[config.mk]
export PLATFORM = sky130hd
export DESIGN_NAME = pfhp_host
export DESIGN_NICKNAME = d
export VERILOG_FILES = /design/src/logic/pfhp_pkg.sv /design/src/logic/pfhp_mode_mem.sv /design/src/logic/pfhp_host.sv
export SDC_FILE = /design/constraint.sdc
export NUM_CORES = 1
export LEC_CHECK = 0
export BUFFER_PORTS_ARGS = -buffer_cell sky130_fd_sc_hd__buf_4
export CORE_MARGIN = 4
export CORE_UTILIZATION = 35
export DETAILED_ROUTE_END_ITERATION = 16
export GPL_TIMING_DRIVEN = 0
export MAX_ROUTING_LAYER = met4
export PLACE_DENSITY_LB_ADDON = 0.1
export SLEW_MARGIN = 20
export SYNTH_ARGS = -nofsm -noshare
export SYNTH_HDL_FRONTEND = slang
export SYNTH_HIERARCHICAL = 1
export SYNTH_SLANG_ARGS = --single-unit
[constraint.sdc]
create_clock -name sys_clk_i -period 2.8 [get_ports sys_clk_i]
set_input_delay 0.28 -clock sys_clk_i [delete_from_list [all_inputs] [get_ports sys_clk_i]]
set_output_delay 0.28 -clock sys_clk_i [all_outputs]
set_load 0.01 [all_outputs]
[src/logic/pfhp_pkg.sv]
// Shared constants, types and helper functions for the flash host port
package pfhp_pkg;

	// ----------------------------------------------------------------
	// Widths and timing
	// ----------------------------------------------------------------
	localparam int ADDR_W = 21;
	localparam int DATA_W = 16;
	localparam int PART_W = 2;
	localparam int NUM_PART = 4;
	localparam int BLK_W = 7;
	localparam int CLK_NS = 10;
	localparam int T_SETUP_NS = 10;
	localparam int T_WR_PULSE_NS = 50;
	localparam int T_ACC_NS = 70;
	localparam int T_HOLD_NS = 10;
	localparam int T_RECOV_NS = 20;
	localparam int SYNC_STAGES = 2;
	localparam logic [3:0] SETUP_CYC = 4'((T_SETUP_NS + CLK_NS - 1) / CLK_NS);
	localparam logic [3:0] WR_CYC = 4'((T_WR_PULSE_NS + CLK_NS - 1) / CLK_NS);
	localparam logic [3:0] RD_CYC =
		4'((T_ACC_NS + CLK_NS - 1) / CLK_NS + SYNC_STAGES);
	localparam logic [3:0] HOLD_CYC = 4'((T_HOLD_NS + CLK_NS - 1) / CLK_NS);
	localparam logic [3:0] RECOV_CYC = 4'((T_RECOV_NS + CLK_NS - 1) / CLK_NS);

	// ----------------------------------------------------------------
	// Register map and fields
	// ----------------------------------------------------------------
	localparam logic [7:0] REG_CTRL = 8'h00;
	localparam logic [7:0] REG_ADDR = 8'h04;
	localparam logic [7:0] REG_WDATA = 8'h08;
	localparam logic [7:0] REG_RDATA = 8'h0C;
	localparam logic [7:0] REG_STATUS = 8'h10;
	localparam int CTRL_GO = 0;
	localparam int CTRL_DIR = 1;
	localparam int CTRL_RST = 2;
	localparam int CTRL_WP = 3;
	localparam int CTRL_OP_LSB = 4;
	localparam int STAT_BUSY = 0;
	localparam int STAT_REFUSED = 1;
	localparam int STAT_PART_LSB = 2;
	localparam int STAT_BLK_LSB = 4;
	localparam int STAT_RST = 11;
	localparam logic CTRL_RST_RESET = 1'b1;
	localparam logic CTRL_WP_RESET = 1'b0;
	localparam logic [1:0] RESP_OKAY = 2'h0;
	localparam logic [1:0] RESP_SLVERR = 2'h2;

	// ----------------------------------------------------------------
	// Array map
	// ----------------------------------------------------------------
	localparam logic [ADDR_W-1:0] MAIN_BASE = 21'h008000;
	localparam logic [BLK_W-1:0] PARAM_LAST = 7'h07;
	localparam int PLANE_LSB = 19;

	// ----------------------------------------------------------------
	// Types
	// ----------------------------------------------------------------
	typedef enum logic [2:0] {
		OP_READ = 3'h0,
		OP_STATUS = 3'h1,
		OP_PROG = 3'h2,
		OP_ERASE = 3'h3,
		OP_OTP_CHIP = 3'h4,
		OP_SUSP = 3'h5,
		OP_RESUME = 3'h6,
		OP_DONE = 3'h7
	} pfhp_op_t;

	typedef enum logic [2:0] {
		M_IDLE = 3'h0,
		M_PROG = 3'h1,
		M_ERASE = 3'h2,
		M_OTP_CHIP = 3'h3,
		M_PSUSP = 3'h4,
		M_ESUSP = 3'h5
	} pfhp_mode_t;

	typedef enum logic [2:0] {
		ST_IDLE = 3'h0,
		ST_CHECK = 3'h1,
		ST_SETUP = 3'h2,
		ST_PULSE = 3'h3,
		ST_HOLD = 3'h4,
		ST_RECOV = 3'h5
	} pfhp_state_t;

	typedef struct packed {
		logic [ADDR_W-1:0] addr;
		logic [DATA_W-1:0] dq;
		logic dq_oe;
		logic ce_n;
		logic oe_n;
		logic we_n;
		logic rst_n;
		logic wp_n;
	} pfhp_pins_t;

	// ----------------------------------------------------------------
	// Functions
	// ----------------------------------------------------------------
	function automatic logic [PART_W-1:0] part_of(input logic [ADDR_W-1:0] a);
		part_of = a[ADDR_W-1:PLANE_LSB];
	endfunction : part_of

	function automatic logic [BLK_W-1:0] block_of(input logic [ADDR_W-1:0] a);
		if (a < MAIN_BASE) begin
			block_of = {4'h0, a[14:12]};
		end else begin
			block_of = 7'(a[20:15]) + PARAM_LAST;
		end
	endfunction : block_of

	// What another partition in mode m permits here
	function automatic logic op_allowed(input pfhp_mode_t m, input pfhp_op_t o);
		logic rd;
		rd = (o == OP_READ) || (o == OP_STATUS) || (o == OP_DONE);
		case (m)
			M_IDLE: op_allowed = 1'b1;
			M_PROG: op_allowed = rd || (o == OP_SUSP);
			M_ERASE: op_allowed = rd;
			M_OTP_CHIP: op_allowed = (o == OP_STATUS) || (o == OP_DONE);
			M_PSUSP: op_allowed = rd || (o == OP_SUSP);
			M_ESUSP: op_allowed = rd || (o == OP_PROG) || (o == OP_SUSP);
			default: op_allowed = 1'b0;
		endcase
	endfunction : op_allowed

	function automatic pfhp_mode_t mode_after(input pfhp_mode_t m,
		input pfhp_op_t o);
		mode_after = m;
		case (o)
			OP_PROG: mode_after = M_PROG;
			OP_ERASE: mode_after = M_ERASE;
			OP_OTP_CHIP: mode_after = M_OTP_CHIP;
			OP_SUSP: begin
				if (m == M_PROG) mode_after = M_PSUSP;
				else if (m == M_ERASE) mode_after = M_ESUSP;
			end
			OP_RESUME: begin
				if (m == M_PSUSP) mode_after = M_PROG;
				else if (m == M_ESUSP) mode_after = M_ERASE;
			end
			OP_DONE: mode_after = M_IDLE;
			default: mode_after = m;
		endcase
	endfunction : mode_after

endpackage : pfhp_pkg

[src/logic/pfhp_mode_mem.sv]
// Per-partition mode table with registered read port
`timescale 1ns/10ps
module pfhp_mode_mem
	import pfhp_pkg::*;
#(
	parameter int DEPTH = NUM_PART
) (
	input logic sys_clk_i, // System clock
	input logic rstn_i, // Async reset, active low
	input logic clr_i, // Return all entries to idle
	input logic [PART_W-1:0] rd_idx_i, // Read index
	output pfhp_mode_t rd_data_o, // Registered read data
	input logic we_i, // Write strobe
	input logic [PART_W-1:0] wr_idx_i, // Write index
	input pfhp_mode_t wr_data_i // Write data
);

	pfhp_mode_t mem_reg [DEPTH];
	pfhp_mode_t rd_reg;

	assign rd_data_o = rd_reg;

	always_ff @(posedge sys_clk_i or negedge rstn_i) begin
		if (!rstn_i) begin
			rd_reg <= M_IDLE;
			for (int i = 0; i < DEPTH; i++) begin
				mem_reg[i] <= M_IDLE;
			end
		end else begin
			rd_reg <= mem_reg[rd_idx_i];
			if (clr_i) begin
				for (int i = 0; i < DEPTH; i++) begin
					mem_reg[i] <= M_IDLE;
				end
			end else if (we_i) begin
				mem_reg[wr_idx_i] <= wr_data_i;
			end
		end
	end

endmodule : pfhp_mode_mem

[src/logic/pfhp_host.sv]
// Flash host port controller: AXI4-Lite registers driving flash strobes
// What this block does
// - Hold flash reset low through power transitions
// - Only one erase or program at once
// - Commands go to address inside target block
// - Busy partition limits other partitions' operations
// - Suspended erase permits program elsewhere
`timescale 1ns/10ps
module pfhp_host
	import pfhp_pkg::*;
(
	input logic sys_clk_i, // System clock, 100 MHz
	input logic rstn_i, // Async reset, active low
	input logic [7:0] s_axi_awaddr_i, // Write address
	input logic s_axi_awvalid_i, // Write address valid
	output logic s_axi_awready_o, // Write address ready
	input logic [31:0] s_axi_wdata_i, // Write data
	input logic [3:0] s_axi_wstrb_i, // Write byte strobes
	input logic s_axi_wvalid_i, // Write data valid
	output logic s_axi_wready_o, // Write data ready
	output logic [1:0] s_axi_bresp_o, // Write response
	output logic s_axi_bvalid_o, // Write response valid
	input logic s_axi_bready_i, // Write response ready
	input logic [7:0] s_axi_araddr_i, // Read address
	input logic s_axi_arvalid_i, // Read address valid
	output logic s_axi_arready_o, // Read address ready
	output logic [31:0] s_axi_rdata_o, // Read data
	output logic [1:0] s_axi_rresp_o, // Read response
	output logic s_axi_rvalid_o, // Read data valid
	input logic s_axi_rready_i, // Read data ready
	input logic [DATA_W-1:0] data_pins_i, // Flash data pins, sensed
	output pfhp_pins_t flash_o // Flash pin drive, all registered
);

	// ----------------------------------------------------------------
	// AXI4-Lite slave handshakes
	// ----------------------------------------------------------------
	logic awready_reg, awready_next, wready_reg, wready_next;
	logic aw_got_reg, aw_got_next, w_got_reg, w_got_next;
	logic bvalid_reg, bvalid_next, arready_reg, arready_next;
	logic rvalid_reg, rvalid_next;
	logic [1:0] bresp_reg, bresp_next, rresp_reg, rresp_next;
	logic [7:0] waddr_reg, waddr_next;
	logic [31:0] wdat_reg, wdat_next, rdat_reg, rdat_next;
	logic [3:0] wstrb_reg, wstrb_next;
	logic wr_fire;
	logic wr_hit;
	logic [31:0] rd_word;
	logic rd_hit;

	assign wr_fire = aw_got_reg && w_got_reg && !bvalid_reg;
	assign wr_hit = (waddr_reg == REG_CTRL) || (waddr_reg == REG_ADDR) ||
		(waddr_reg == REG_WDATA) || (waddr_reg == REG_STATUS);

	always_comb begin
		awready_next = awready_reg;
		wready_next = wready_reg;
		aw_got_next = aw_got_reg;
		w_got_next = w_got_reg;
		bvalid_next = bvalid_reg;
		bresp_next = bresp_reg;
		arready_next = arready_reg;
		rvalid_next = rvalid_reg;
		rresp_next = rresp_reg;
		waddr_next = waddr_reg;
		wdat_next = wdat_reg;
		wstrb_next = wstrb_reg;
		rdat_next = rdat_reg;
		if (s_axi_awvalid_i && awready_reg) begin
			aw_got_next = 1'b1;
			awready_next = 1'b0;
			waddr_next = s_axi_awaddr_i;
		end
		if (s_axi_wvalid_i && wready_reg) begin
			w_got_next = 1'b1;
			wready_next = 1'b0;
			wdat_next = s_axi_wdata_i;
			wstrb_next = s_axi_wstrb_i;
		end
		if (wr_fire) begin
			bvalid_next = 1'b1;
			bresp_next = wr_hit ? RESP_OKAY : RESP_SLVERR;
		end
		if (bvalid_reg && s_axi_bready_i) begin
			bvalid_next = 1'b0;
			aw_got_next = 1'b0;
			w_got_next = 1'b0;
			awready_next = 1'b1;
			wready_next = 1'b1;
		end
		if (s_axi_arvalid_i && arready_reg) begin
			arready_next = 1'b0;
			rvalid_next = 1'b1;
			rdat_next = rd_word;
			rresp_next = rd_hit ? RESP_OKAY : RESP_SLVERR;
		end
		if (rvalid_reg && s_axi_rready_i) begin
			rvalid_next = 1'b0;
			arready_next = 1'b1;
		end
	end

	always_ff @(posedge sys_clk_i or negedge rstn_i) begin
		if (!rstn_i) begin
			awready_reg <= 1'b1;
			wready_reg <= 1'b1;
			aw_got_reg <= 1'b0;
			w_got_reg <= 1'b0;
			bvalid_reg <= 1'b0;
			bresp_reg <= RESP_OKAY;
			arready_reg <= 1'b1;
			rvalid_reg <= 1'b0;
			rresp_reg <= RESP_OKAY;
			waddr_reg <= 8'h00;
			wdat_reg <= 32'h00000000;
			wstrb_reg <= 4'h0;
			rdat_reg <= 32'h00000000;
		end else begin
			awready_reg <= awready_next;
			wready_reg <= wready_next;
			aw_got_reg <= aw_got_next;
			w_got_reg <= w_got_next;
			bvalid_reg <= bvalid_next;
			bresp_reg <= bresp_next;
			arready_reg <= arready_next;
			rvalid_reg <= rvalid_next;
			rresp_reg <= rresp_next;
			waddr_reg <= waddr_next;
			wdat_reg <= wdat_next;
			wstrb_reg <= wstrb_next;
			rdat_reg <= rdat_next;
		end
	end

	assign s_axi_awready_o = awready_reg;
	assign s_axi_wready_o = wready_reg;
	assign s_axi_bvalid_o = bvalid_reg;
	assign s_axi_bresp_o = bresp_reg;
	assign s_axi_arready_o = arready_reg;
	assign s_axi_rvalid_o = rvalid_reg;
	assign s_axi_rresp_o = rresp_reg;
	assign s_axi_rdata_o = rdat_reg;

	// ----------------------------------------------------------------
	// Data pin synchroniser
	// ----------------------------------------------------------------
	logic [DATA_W-1:0] dq_s1_reg, dq_s2_reg;

	always_ff @(posedge sys_clk_i or negedge rstn_i) begin
		if (!rstn_i) begin
			dq_s1_reg <= 16'h0000;
			dq_s2_reg <= 16'h0000;
		end else begin
			dq_s1_reg <= data_pins_i;
			dq_s2_reg <= dq_s1_reg;
		end
	end

	// ----------------------------------------------------------------
	// Control registers and bus-cycle sequencer
	// ----------------------------------------------------------------
	pfhp_state_t state_reg, state_next;
	pfhp_op_t op_reg, op_next;
	pfhp_mode_t own_reg, own_next, mem_rd, mem_wdata;
	pfhp_pins_t pins_reg, pins_next;
	logic dir_reg, dir_next, rst_reg, rst_next, wp_reg, wp_next;
	logic refused_reg, refused_next, deny_reg, deny_next;
	logic [ADDR_W-1:0] addr_reg, addr_next;
	logic [DATA_W-1:0] wd_reg, wd_next, rd_reg, rd_next;
	logic [PART_W-1:0] part_reg, part_next, mem_rd_idx, eval_idx;
	logic [BLK_W-1:0] blk_reg, blk_next;
	logic [3:0] tmr_reg, tmr_next;
	logic [2:0] chk_reg, chk_next;
	logic mem_we, go;
	logic [31:0] wmask;

	// Register read mux
	always_comb begin
		rd_hit = 1'b1;
		rd_word = 32'h00000000;
		if (s_axi_araddr_i == REG_CTRL) begin
			rd_word[CTRL_DIR] = dir_reg;
			rd_word[CTRL_RST] = rst_reg;
			rd_word[CTRL_WP] = wp_reg;
			rd_word[CTRL_OP_LSB +: 3] = op_reg;
		end else if (s_axi_araddr_i == REG_ADDR) begin
			rd_word[ADDR_W-1:0] = addr_reg;
		end else if (s_axi_araddr_i == REG_WDATA) begin
			rd_word[DATA_W-1:0] = wd_reg;
		end else if (s_axi_araddr_i == REG_RDATA) begin
			rd_word[DATA_W-1:0] = rd_reg;
		end else if (s_axi_araddr_i == REG_STATUS) begin
			rd_word[STAT_BUSY] = (state_reg != ST_IDLE);
			rd_word[STAT_REFUSED] = refused_reg;
			rd_word[STAT_PART_LSB +: PART_W] = part_reg;
			rd_word[STAT_BLK_LSB +: BLK_W] = blk_reg;
			rd_word[STAT_RST] = rst_reg;
		end else begin
			rd_hit = 1'b0;
		end
	end

	always_comb begin
		state_next = state_reg;
		op_next = op_reg;
		own_next = own_reg;
		pins_next = pins_reg;
		dir_next = dir_reg;
		rst_next = rst_reg;
		wp_next = wp_reg;
		refused_next = refused_reg;
		deny_next = deny_reg;
		addr_next = addr_reg;
		wd_next = wd_reg;
		rd_next = rd_reg;
		part_next = part_reg;
		blk_next = blk_reg;
		tmr_next = tmr_reg;
		chk_next = chk_reg;
		mem_we = 1'b0;
		mem_wdata = mode_after(own_reg, op_reg);
		mem_rd_idx = chk_reg[PART_W-1:0];
		eval_idx = 2'(chk_reg - 3'h1);
		go = 1'b0;
		wmask = {{8{wstrb_reg[3]}}, {8{wstrb_reg[2]}},
			{8{wstrb_reg[1]}}, {8{wstrb_reg[0]}}};
		// Settings change only between bus cycles
		if (wr_fire && state_reg == ST_IDLE) begin
			if (waddr_reg == REG_CTRL) begin
				if (wstrb_reg[0]) begin
					dir_next = wdat_reg[CTRL_DIR];
					rst_next = wdat_reg[CTRL_RST];
					wp_next = wdat_reg[CTRL_WP];
					op_next = pfhp_op_t'(wdat_reg[CTRL_OP_LSB +: 3]);
					go = wdat_reg[CTRL_GO];
				end
			end else if (waddr_reg == REG_ADDR) begin
				addr_next = (addr_reg & ~wmask[ADDR_W-1:0]) |
					(wdat_reg[ADDR_W-1:0] & wmask[ADDR_W-1:0]);
			end else if (waddr_reg == REG_WDATA) begin
				wd_next = (wd_reg & ~wmask[DATA_W-1:0]) |
					(wdat_reg[DATA_W-1:0] & wmask[DATA_W-1:0]);
			end
		end
		if (wr_fire && waddr_reg == REG_STATUS && wstrb_reg[0] &&
			wdat_reg[STAT_REFUSED]) begin
			refused_next = 1'b0;
		end
		case (state_reg)
			ST_IDLE: begin
				if (go && rst_next) begin
					refused_next = 1'b1;
				end else if (go) begin
					part_next = part_of(addr_reg);
					blk_next = block_of(addr_reg);
					chk_next = 3'h0;
					deny_next = 1'b0;
					own_next = M_IDLE;
					state_next = ST_CHECK;
				end
			end
			ST_CHECK: begin
				// Table read is one cycle late, so index k is judged at k+1
				if (chk_reg != 3'h0) begin
					if (eval_idx == part_reg) begin
						own_next = mem_rd;
					end else if (!op_allowed(mem_rd, op_reg)) begin
						deny_next = 1'b1;
					end
				end
				chk_next = chk_reg + 3'h1;
				if (chk_reg == 3'h4) begin
					if (deny_next) begin
						refused_next = 1'b1;
						state_next = ST_IDLE;
					end else begin
						pins_next.addr = addr_reg;
						pins_next.dq = wd_reg;
						pins_next.dq_oe = dir_reg;
						pins_next.ce_n = 1'b0;
						tmr_next = SETUP_CYC - 4'h1;
						state_next = ST_SETUP;
					end
				end
			end
			ST_SETUP: begin
				tmr_next = tmr_reg - 4'h1;
				if (tmr_reg == 4'h0) begin
					pins_next.we_n = !dir_reg;
					pins_next.oe_n = dir_reg;
					tmr_next = dir_reg ? WR_CYC - 4'h1 : RD_CYC - 4'h1;
					state_next = ST_PULSE;
				end
			end
			ST_PULSE: begin
				tmr_next = tmr_reg - 4'h1;
				if (tmr_reg == 4'h0) begin
					if (!dir_reg) begin
						rd_next = dq_s2_reg;
					end
					// Rising write strobe latches while select stays low
					pins_next.we_n = 1'b1;
					pins_next.oe_n = 1'b1;
					tmr_next = HOLD_CYC - 4'h1;
					state_next = ST_HOLD;
				end
			end
			ST_HOLD: begin
				tmr_next = tmr_reg - 4'h1;
				if (tmr_reg == 4'h0) begin
					pins_next.ce_n = 1'b1;
					pins_next.dq_oe = 1'b0;
					mem_we = 1'b1;
					tmr_next = RECOV_CYC - 4'h1;
					state_next = ST_RECOV;
				end
			end
			ST_RECOV: begin
				tmr_next = tmr_reg - 4'h1;
				if (tmr_reg == 4'h0) begin
					state_next = ST_IDLE;
				end
			end
			default: state_next = ST_IDLE;
		endcase
		pins_next.rst_n = !rst_next;
		pins_next.wp_n = !wp_next;
	end

	always_ff @(posedge sys_clk_i or negedge rstn_i) begin
		if (!rstn_i) begin
			state_reg <= ST_IDLE;
			op_reg <= OP_READ;
			own_reg <= M_IDLE;
			pins_reg <= '{addr: '0, dq: '0, dq_oe: 1'b0, ce_n: 1'b1,
				oe_n: 1'b1, we_n: 1'b1, rst_n: 1'b0, wp_n: 1'b1};
			dir_reg <= 1'b0;
			rst_reg <= CTRL_RST_RESET;
			wp_reg <= CTRL_WP_RESET;
			refused_reg <= 1'b0;
			deny_reg <= 1'b0;
			addr_reg <= '0;
			wd_reg <= 16'h0000;
			rd_reg <= 16'h0000;
			part_reg <= 2'h0;
			blk_reg <= 7'h00;
			tmr_reg <= 4'h0;
			chk_reg <= 3'h0;
		end else begin
			state_reg <= state_next;
			op_reg <= op_next;
			own_reg <= own_next;
			pins_reg <= pins_next;
			dir_reg <= dir_next;
			rst_reg <= rst_next;
			wp_reg <= wp_next;
			refused_reg <= refused_next;
			deny_reg <= deny_next;
			addr_reg <= addr_next;
			wd_reg <= wd_next;
			rd_reg <= rd_next;
			part_reg <= part_next;
			blk_reg <= blk_next;
			tmr_reg <= tmr_next;
			chk_reg <= chk_next;
		end
	end

	assign flash_o = pins_reg;

	// Flash reset puts every partition back to read array
	pfhp_mode_mem #(
		.DEPTH(NUM_PART)
	) u_mode_mem (
		.sys_clk_i(sys_clk_i),
		.rstn_i(rstn_i),
		.clr_i(rst_reg),
		.rd_idx_i(mem_rd_idx),
		.rd_data_o(mem_rd),
		.we_i(mem_we),
		.wr_idx_i(part_reg),
		.wr_data_i(mem_wdata)
	);

endmodule : pfhp_host

==> metrics.md, run 1 <==
| Metric | Value |
|---|---|
| Antenna violations before repair | `1` |
| Antenna Violating Nets Remaining | `0` |
| Total CTS buffers | `27` |
| Starting Density | `35.6%` |
| Post-synth top cells | `227 x dfrtp_1, 130 x mux2_2, 68 x nand2_1` |
| Worst vdd ir | `a little under 0.4 mV` |
| Pleak | `a little over 6 nW` |
| Die width | `approximately 180 um` |
| Gate Count Post-Synth | `792` |
| Clk Tree Root Cell | `clkbuf_16` |
| PwrDens | `671 mW/mm^2` |
| Comb pwr share | `a little over an eighth` |
| Iter 0 DRT Violations | `~290` |
| Die Y | `between 150 and 200 um` |
| EDFF count, synth | `0` |
| Post-DP HPWL | `between 15,000 and 20,000 um` |
| Post-route cell area | `~0.013 mm^2` |
| Critical Setup Path Class | `register to register` |
| GPL Wtd Cong | `about 0.8` |
| First-pass GRT wire length | `around 41,000 um` |
| Final hold vios | `0` |
| CP Data Arrival Time | `3.05 ns` |
| Via count | `6,809` |
| # DRC | `0` |
| Largest net degree at the start of global routing | `95` |
| Crit-path max FO | `5` |
| Final nets | `1,107` |
| Placed cell count | `~1,300` |
| Worst Hold Class | `primary input to register` |
| Share of power burned in the clock network | `about two fifths` |
| Area grow syn2layout | `30.4%` |
| Sw frac | `26.5%` |
| Clk_skew | `roughly 0.012 ns` |
| Mean post-synth cell area | `around 13 um^2` |
| CTS sink count | `roughly 240` |
| Max-slew violation count | `0` |
| I/O Pins | `about 160` |
| TritonCTS clock tree | `done` |
| Share of cells above drive strength 1 | `34.4%` |
| Clock Path Buffers | `3` |
| Post-Route WL | `~26,000 um` |
| Period utilization | `between 90% and 100%` |
| Seq pwr share | `~48%` |
| Most used DFF post-synth | `dfrtp_1` |
| Max Clock Freq | `~380 MHz` |
| Least-Margin Pin Slew | `approximately 0.88 ns` |
| Post-synth top area cell | `dfrtp_1` |
| Synth warn | `6` |
| Synth area leaders | `dfrtp_1 57%, mux2_2 15%, nand2_1 2.6%` |
| RSZ-0062 raised after global routing | `false` |
| Placed inst area | `between 0.01 and 0.015 mm^2` |
| Row count | `between 60 and 70` |
| Port Buf Inserts | `~130` |
| Final Util | `46.4%` |
| Finished Layout Cells | `1,425` |
| Die Footprint | `~0.031 mm^2` |
| WL/cell | `18.2 um` |
| Vias in the first global route | `7,005` |
| Clk_lat worst skew | `approximately 0.53 ns` |
| Core box area | `~0.028 mm^2` |
| Final Critical Period | `approximately 2.6 ns` |
| Internal power | `about 6.4 mW` |
| CP Launch Type | `register` |
| Clock Pin Slew Worst Setup and Hold Paths | `around 0.06 ns` |
| Switching Power | `around 2.3 mW` |
| Top-area cell type share of the netlist area | `between 50 and 60%` |
| Sequential fraction of the synthesis area | `59.2%` |
| Synth cell types | `between 60 and 70` |
| Post-Syn Area | `0.00995 mm^2` |
| Asr flop ratio synth | `between 90% and 100%` |
| Global-route usage over all layers | `17.1%` |
| Count leader, synth | `dfrtp_1` |
| Final setup viols | `0` |
| Run status | `completed` |
| CP Capture Type | `register` |
| Synthesized flop and latch total | `about 240` |
| Detailed Routing Iterations Pass 1 | `5` |
| Max-capacitance violation count | `0` |
| Number of vias per cell | `around 4.8` |
| H-tree Lvls | `1` |
| Rel. slew slack | `roughly 40%` |
| Critical Path RT | `about 3.2 ns` |
| GRT overflow | `0` |
| Power consumption | `8.71 mW` |
==> final cells by class <==
type	instances	area, um^2
Fill cell	2612	15000
Sequential cell	235	5890
Multi-Input combinational cell	499	3780
Timing Repair Buffer	193	1640
Clock buffer	37	743
Tap cell	378	473
Buffer	47	255
Clock inverter	12	95.1
Inverter	23	86.3
Antenna cell	1	2.50
==> placed cells by master, fill, tap and decap left out, types with 3 or more instances in the layout <==
cell type / synthesis / final
clkinv_2: 0 / 8
inv_1: 23 / 23
o31ai_1: 7 / 7
nand2_1: 68 / 67
nor2_1: 27 / 26
xor2_1: 5 / 5
ha_1: 6 / 6
buf_2: 5 / 5
mux4_2: 4 / 4
dlygate4sd3_1: 0 / 57
clkbuf_1: 23 / 29
nor3_1: 8 / 8
clkbuf_16: 0 / 27
o211ai_1: 3 / 3
nand3b_1: 7 / 7
o21ai_0: 48 / 48
a22o_1: 10 / 10
a221oi_1: 4 / 4
o22ai_1: 9 / 9
nor3b_1: 4 / 3
nand3_1: 8 / 8
a31oi_1: 4 / 4
dfstp_2: 8 / 8
or4_1: 3 / 3
mux2_2: 130 / 130
a22oi_1: 8 / 8
mux2i_1: 19 / 19
clkbuf_8: 0 / 3
nor2b_1: 13 / 13
buf_4: 15 / 148
xnor2_1: 4 / 4
dfrtp_1: 227 / 225
a21oi_1: 21 / 21
conb_1: 1 / 13
nand2b_1: 24 / 24
o221ai_1: 3 / 3
==> layer usage <==
layer	up-vias	global-route usage, %	wire length, um
li1	3268	-	-
met1	3351	25.4	12800
met2	161	24.9	11100
met3	29	3.49	1550
met4	0	3.00	363
met5	-	-	0
==> per-stage QoR <==
step | setup TNS (ns) | setup WS [ns] | hold slack [ns]
CTS | 0 | 0.0577 | 0.158
floorplan | 0 | 0.370 | -0.0156
global route | 0 | 0.00271 | 0.204
detailed placement | -6.75 | -0.253 | 0.242
finish | 0 | 0.151 | 0.190
global placement | -124.50 | -0.551 | 0.333
==> power by group through the flow <==
stage,Clock [mW],Sequential (mW),Combinational [mW]
5_1_grt,3.58,4.24,1.33
4_1_cts,3.45,4.19,1.18
6_report,3.34,4.17,1.19
2_1_floorplan,0,4.10,0.719
3_3_place_gp,0,4.24,1.06
3_5_place_dp,0,4.24,1.09
==> cell families (layout without fill, tap and decap cells) <==
family | count (synthesis) | after routing | synth area share [%]
flip-flops | 235 | 235 | 59.2
multiplexers | 154 | 154 | 17.7
buffers and inverters | 70 | 312 | 3.36
AO/OA/AOI/OAI | 130 | 130 | 8.28
AND/OR/NAND/NOR | 186 | 186 | 9.78
XOR/XNOR | 9 | 9 | 0.792
other | 1 | 14 | 0.0377
adder cells (fa/ha/maj) | 7 | 7 | 0.855
==> critical path: stages, from the launching register on <==
cell	delay [ns]
dfrtp_1	0.42
inv_1	0.11
ha_1	0.18
or4b_2	0.64
nor3_1	0.50
or3b_1	0.39
buf_2	0.16
mux2i_1	0.12
==> timing repair <==
action                     4_1_cts  5_1_grt
hold endpoints to repair       105        0
resized for setup                5        5
setup buffers                    0        1
hold buffers                    57        0
cloned                           0        0
setup endpoints to repair       70       38
==> worst paths after layout <==
| kind | slack (ns) | cells past startpoint | to | start |
|---|---|---|---|---|
| min in group asynchronous | 0.28 | 2 | u_mode_mem/mem_reg[11]$_DFFE_PN0P_ | rstn_i |
| min reg2reg | 0.35 | 0 | dq_s2_reg[9]$_DFF_PN0_ | dq_s1_reg[9]$_DFF_PN0_ |
| min | 0.19 | 3 | s_axi_rresp_o[1]$_DFFE_PN0P_ | s_axi_araddr_i[1] |
| max in group asynchronous | 1.24 | 4 | s_axi_wready_o$_DFFE_PN1P_ | rstn_i |
| max | 0.15 | 7 | u_mode_mem/mem_reg[9]$_DFFE_PN0P_ | tmr_reg[0]$_DFFE_PN0P_ |
| max reg2reg | 0.15 | 7 | u_mode_mem/mem_reg[9]$_DFFE_PN0P_ | tmr_reg[0]$_DFFE_PN0P_ |
Power figures use the tool's default switching activity.
==> inputs of run 2 (changes only) <==
--- a/config.mk
+++ b/config.mk
@@ -8,6 +8,7 @@
 export BUFFER_PORTS_ARGS = -buffer_cell sky130_fd_sc_hd__buf_4
 export CORE_MARGIN = 4
 export CORE_UTILIZATION = 35
+export CTS_BUF_LIST = sky130_fd_sc_hd__clkbuf_4
 export DETAILED_ROUTE_END_ITERATION = 16
 export GPL_TIMING_DRIVEN = 0
 export MAX_ROUTING_LAYER = met4
==> run 2 against run 1 <==
Net effect:
- flip-flop and latch count unchanged
- via count increased by 3.7%
- final area increased by 0.59%
- count of clock-buffer cells in the layout increased by 67
- final cell count increased by 4.9%
- setup slack improved by 0.023 ns
- worst hold slack got worse by 0.049 ns
- first-iteration DRC count increased by 17%
- clock skew increased by 0.031 ns
==> metrics.md, run 2 (synthesized netlist as in run 1, its figures left out) <==
| Metric | Value |
|---|---|
| Buf/Inv on CP | `1` |
| Critical Setup Path Class | `register to register` |
| Iter 0 DRT Violations | `340` |
| CP most frequent cell | `nand2_1` |
| Post-Route WL | `roughly 26,000 um` |
| H-tree Lvls | `3` |
| Clock Pin Slew Worst Setup and Hold Paths | `roughly 0.07 ns` |
| CP Launch Type | `register` |
| Run status | `completed` |
| Sum of negative setup slack | `0 ns` |
| Critical Path RT | `about 3.3 ns` |
| Final hold vios | `0` |
| Port Buf Inserts | `around 130` |
| Clk_skew | `roughly 0.043 ns` |
| TritonCTS clock tree | `done` |
| Share of cells above drive strength 1 | `around two fifths` |
| Antenna Violating Nets Remaining | `0` |
| CTS sink count | `~240` |
| Max-capacitance violation count | `0` |
| R2r setup slk | `0.17 ns` |
| Core box area | `roughly 0.028 mm^2` |
| First-pass GRT wire length | `41,400 um` |
| Max-slew violation count | `0` |
| Leading cell type in the layout, fill and taps excluded | `dfrtp_1` |
| I/O Pins | `159` |
| Crit path cell chain | `clkbuf_2 -> nor2_2 -> nand2_1 -> nor4_2 -> nand2_1 -> mux2_2` |
| Die Y | `177 um` |
| PwrDens | `between 600 and 700 mW/mm^2` |
| GRT overflow | `0` |
| Crit-path max FO | `9` |
| Clk Tree Root Cell | `clkbuf_4` |
| Antenna violations before repair | `3` |
| Crit path largest cell delay | `~0.41 ns` |
| Vias in the first global route | `~7,400` |
| Worst Hold Class | `primary input to register` |
| CP Capture Type | `register` |
| Post-DP HPWL | `18,100 um` |
| Die width | `around 180 um` |
| Delay-heaviest family, CP | `simple AND/OR/NAND/NOR gates` |
| Final setup margin | `approximately 0.17 ns` |
| DP Worst Slack | `-0.253 ns` |
| Final nets | `1,151` |
| Pleak | `between 6 and 7 nW` |
| Final Critical Period | `roughly 2.6 ns` |
| WL/cell | `approximately 18 um` |
| Period utilization | `a little over nine tenths` |
| Largest net degree at the start of global routing | `95` |
| Rel. slew slack | `around two fifths` |
| Reg2reg start | `state_reg[2]$_DFFE_PN0P_` |
| Slowest CP cell | `nor4_2` |
| Post-route cell area | `about 0.013 mm^2` |
| Number of vias per cell | `between 4 and 5` |
| Worst vdd ir | `0.374 mV` |
| Power consumption | `approximately 8.7 mW` |
| Row count | `between 60 and 70` |
| Finished Layout Cells | `~1,500` |
| Max Clock Freq | `approximately 380 MHz` |
| Final Util | `a little under half` |
| Clock Path Buffers | `3` |
| Final setup viols | `0` |
| Placed inst area | `between 0.01 and 0.015 mm^2` |
| Starting Density | `between 30% and 40%` |
| Area grow syn2layout | `31.2%` |
| Most frequent cells in the layout | `225 x dfrtp_1, 149 x buf_4, 130 x mux2_2` |
| Detailed Routing Iterations Pass 1 | `4` |
| Placed cell count | `about 1,300` |
| RSZ-0062 raised after global routing | `false` |
| Clk_lat worst skew | `0.67 ns` |
| CP Data Arrival Time | `roughly 3.2 ns` |
| Via count | `between 7,000 and 8,000` |
| # DRC | `0` |
| WHS | `roughly 0.14 ns` |
| Crit path from | `state_reg[2]$_DFFE_PN0P_` |
| Global-route usage over all layers | `between 10% and 20%` |
| Total CTS buffers | `between 60 and 70` |
| Die Footprint | `approximately 0.031 mm^2` |
| GPL Wtd Cong | `around 0.8` |
| Least-Margin Pin Slew | `~0.87 ns` |
| Critical Path Stages | `6` |
| Reg2Reg Depth | `6` |
==> run 2: cell count changes in the layout (fill, tap and decap cells not counted), sizes merged <==
cell,change
inv,-2
clkinv,-2
clkinvlp,+2
dlygate4sd3,+1
buf,+1
bufinv,+1
clkbuf,+67
diode,+2
==> run 2: worst register-to-register path: stages (launching register included) <==
cell and delay, ns:
dfrtp_1 0.35, clkbuf_2 0.18, nor2_2 0.39, nand2_1 0.35
nor4_2 0.41, nand2_1 0.41, mux2_2 0.41
==> run 2: where the power goes <==
group | switching (mW) | internal (mW)
registers | 0.364 | 3.80
clock network | 1.44 | 1.86
logic | 0.542 | 0.658
==> run 2: repair_timing <==
item	CTS	global route
setup buffers	0	2
endpoints found under the setup margin	69	41
resized for setup	5	6
hold buffers	58	0
endpoints found under the hold margin	160	0
==> run 2: per-layer routing <==
metal / global-route usage, % / vias up / wire length [um]
met5: - / - / 0
met4: 4.51 / 0 / 245
met3: 5.18 / 22 / 1740
met2: 24.7 / 175 / 11400
met1: 24.9 / 3461 / 12800
li1: - / 3405 / -
==> run 2: worst min-delay path by stage <==
stage	from	to	slack [ns]	cells after the start
after floorplan	rstn_i	asynchronous set/reset pin	-0.02	0
after global placement	dq_s1_reg[9]$_DFF_PN0_	dq_s2_reg[9]$_DFF_PN0_	0.33	0
after detailed placement	rstn_i	dq_s1_reg[4]$_DFF_PN0_	0.24	1
after CTS	s_axi_araddr_i[4]	s_axi_rdata_o[3]$_DFFE_PN0P_	0.06	5
after global routing	rstn_i	u_mode_mem/mem_reg[11]$_DFFE_PN0P_	0.15	2
final	s_axi_araddr_i[4]	s_axi_rdata_o[3]$_DFFE_PN0P_	0.14	5
==> run 2: area by class of cell <==
class / count / area [um^2]
well taps: 378 / 473
repair buffers: 195 / 1660
diodes: 3 / 7.51
clock inverters: 11 / 106
clock buffers: 104 / 781
flip-flops and latches: 235 / 5890
plain buffers: 47 / 255
inverters: 23 / 86.3
fillers: 2654 / 14900
multi-input cells: 499 / 3790
==> inputs of run 3 (changes only) <==
--- a/config.mk
+++ b/config.mk
@@ -5,6 +5,7 @@
 export SDC_FILE = /design/constraint.sdc
 export NUM_CORES = 1
 export LEC_CHECK = 0
+export ABC_AREA = 1
 export BUFFER_PORTS_ARGS = -buffer_cell sky130_fd_sc_hd__buf_4
 export CORE_MARGIN = 4
 export CORE_UTILIZATION = 35
==> run 3 against run 2 <==
Net effect:
- final cell count rose by 22%
- area after synthesis rose by 0.63%
- die area rose by 0.60%
- clock power fell by 3%
- routed wire length rose by 6.1%
- register-to-register slack improved by 0.42 ns
- combinational power rose by 120%
- power rose by 20%
- setup slack improved by 0.42 ns
- clock skew fell by 0.0039 ns
- fmax rose by 19%
- final area fell by 0.11%
- critical path type unchanged
==> metrics.md, run 3 <==
| Metric | Value |
|---|---|
| Top-area cell type share of the netlist area | `about 57%` |
| Post-Syn Area | `0.0100 mm^2` |
| Core box area | `around 0.028 mm^2` |
| Die width | `between 150 and 200 um` |
| Synth warn | `6` |
| Max-slew violation count | `0` |
| First-pass GRT wire length | `between 40,000 and 50,000 um` |
| Final setup margin | `roughly 0.60 ns` |
| Clk_skew | `just under 0.04 ns` |
| Count leader, synth | `nand2_1` |
| Global-route usage over all layers | `18.9%` |
| I/O Pins | `between 150 and 200` |
| Antenna Violating Nets Remaining | `0` |
| Row count | `between 60 and 70` |
| PwrDens | `roughly 800 mW/mm^2` |
| Period utilization | `around four fifths` |
| Worst vdd ir | `0.421 mV` |
| Max-capacitance violation count | `0` |
| Finished Layout Cells | `between 1,500 and 2,000` |
| Mean post-synth cell area | `8.91 um^2` |
| EDFF count, synth | `0` |
| Rel. slew slack | `between 50% and 60%` |
| Final Util | `between 40% and 50%` |
| WL/cell | `15.3 um` |
| Die Y | `177 um` |
| Iter 0 DRT Violations | `380` |
| Reg2Reg Depth | `13` |
| DP Worst Slack | `0.572 ns` |
| Starting Density | `35.7%` |
| Synth cell types | `39` |
| Asr flop ratio synth | `100%` |
| CP Capture Type | `register` |
| Critical Path RT | `between 3 and 4 ns` |
| Pleak | `around 6.6 nW` |
| CTS sink count | `roughly 240` |
| Post-CTS Setup Inserts | `0` |
| Post-DP HPWL | `around 20,000 um` |
| # DRC | `0` |
| Final hold vios | `0` |
| RSZ-0062 raised after global routing | `false` |
| Least-Margin Pin Slew | `~0.62 ns` |
| WHS | `about 0.12 ns` |
| Clock Pin Slew Worst Setup and Hold Paths | `about 0.060 ns` |
| Synthesized flop and latch total | `approximately 240` |
| Placed cell count | `1,650` |
| Via count | `a little over 8,000` |
| Post-Route WL | `~28,000 um` |
| GRT overflow | `0` |
| Placed inst area | `around 0.012 mm^2` |
| Sequential fraction of the synthesis area | `between 50% and 60%` |
| Port Buf Inserts | `between 100 and 150` |
| Number of vias per cell | `4.54` |
| H-tree Lvls | `3` |
| Hold_buf cts | `between 50 and 60` |
| Final setup viols | `0` |
| Post-synth top area cell | `dfrtp_1` |
| Share of cells above drive strength 1 | `between 20% and 30%` |
| Clk_lat worst skew | `~0.65 ns` |
| Synth area leaders | `dfrtp_1 57%, nand2_1 14%, inv_1 4.7%` |
| Most frequent cells in the layout | `369 x nand2_1, 227 x dfrtp_1, 151 x buf_4` |
| Post-route cell area | `about 0.013 mm^2` |
| Most used DFF post-synth | `dfrtp_1` |
| TritonCTS clock tree | `done` |
| PostCTS Resize Cnt | `0` |
| Post-synth top cells | `369 x nand2_1, 227 x dfrtp_1, 126 x inv_1` |
| Final Critical Period | `2.20 ns` |
| Clock Path Buffers | `3` |
| Vias in the first global route | `~8,300` |
| Area grow syn2layout | `30.2%` |
| Die Footprint | `0.0314 mm^2` |
| Gate Count Post-Synth | `~1,100` |
| Leading cell type in the layout, fill and taps excluded | `nand2_1` |
| Run status | `completed` |
| Worst Hold Class | `primary input to asynchronous set/reset pin` |
| Antenna violations before repair | `1` |
| Crit-path max FO | `10` |
| CP Launch Type | `register` |
| Largest net degree at the start of global routing | `75` |
| Max Clock Freq | `454 MHz` |
| Detailed Routing Iterations Pass 1 | `5` |
| GPL Wtd Cong | `about 0.86` |
| Sum of negative setup slack | `0 ns` |
| Clk Tree Root Cell | `clkbuf_4` |
| Critical Setup Path Class | `register to register` |
| Final nets | `1,478` |
| CP Data Arrival Time | `approximately 2.8 ns` |
| Total CTS buffers | `66` |
| Power consumption | `approximately 10 mW` |
-- run 3: changes by cell type after synthesis, moves of 18 or more --
cell | previous run | this run
nand2_1 | 68 | 369
nand3_1 | 8 | 52
nor2_1 | 27 | 45
inv_1 | 23 | 126
nand2b_1 | 24 | 0
mux2i_1 | 19 | 0
o21ai_0 | 48 | 81
mux2_2 | 130 | 15
o21ai_1 | 0 | 62
-- run 3: layer usage --
metal  track usage, %  vias to the layer above  wire length, um
li1                 -                     4135                -
met1             26.4                     3856            13100
met2             28.4                      218            12800
met5                -                        -                0
met3             3.50                       43             1360
met4             5.67                        0              488
-- run 3: final timing paths --
kind                                        start                      endpoint  slack, ns
hold reg to reg            dq_s1_reg[2]$_DFF_PN0_        dq_s2_reg[2]$_DFF_PN0_       0.34
setup / recovery           chk_reg[0]$_DFFE_PN0P_       flash_o[17]$_DFFE_PN0P_       0.60
max in group asynchronous                  rstn_i    s_axi_wready_o$_DFFE_PN1P_       1.61
min in group sys_clk_i          s_axi_araddr_i[3]  s_axi_rdata_o[2]$_DFFE_PN0P_       0.20
hold / removal                             rstn_i        tmr_reg[1]$_DFFE_PN0P_       0.12
setup reg to reg           chk_reg[0]$_DFFE_PN0P_       flash_o[17]$_DFFE_PN0P_       0.60
-- run 3: cells by family after synthesis --
group | synth area share [%]
compound gates | 9.59
xor+xnor | 0.438
fa+ha+maj | 0.750
buf+inv | 7.62
flops | 58.8
mux | 1.69
other cells | 0.0375
simple gates | 21.0
-- run 3: worst max-delay path, cell delays in order (launching register included) --
cell     delay (ns)
dfrtp_1        0.47
inv_1          0.11
ha_1           0.32
inv_1          0.04
nand2_1        0.06
nand2_1        0.04
nor2_1         0.18
nor2_1         0.08
nand3_2        0.07
nand4_2        0.13
inv_2          0.21
buf_2          0.26
nand2_1        0.10
nand2_1        0.07
-- run 3: cell type report --
type                       count  area, um^2
antenna                        1        2.50
buffer                        44         268
clock buffer                  98         736
clock inverter                13         108
fill                        2830       15000
inverter                     132         495
multi-input combinational    725        3400
sequential                   235        5890
tap                          378         473
timing repair buffer         193        1660
-- run 3: power by group --
group	switching [mW]	internal, mW	leakage, nW
registers	0.453	4.11	3.06
logic	1.65	1.02	3.05
clock network	1.43	1.78	0.505
total	3.53	6.91	6.62
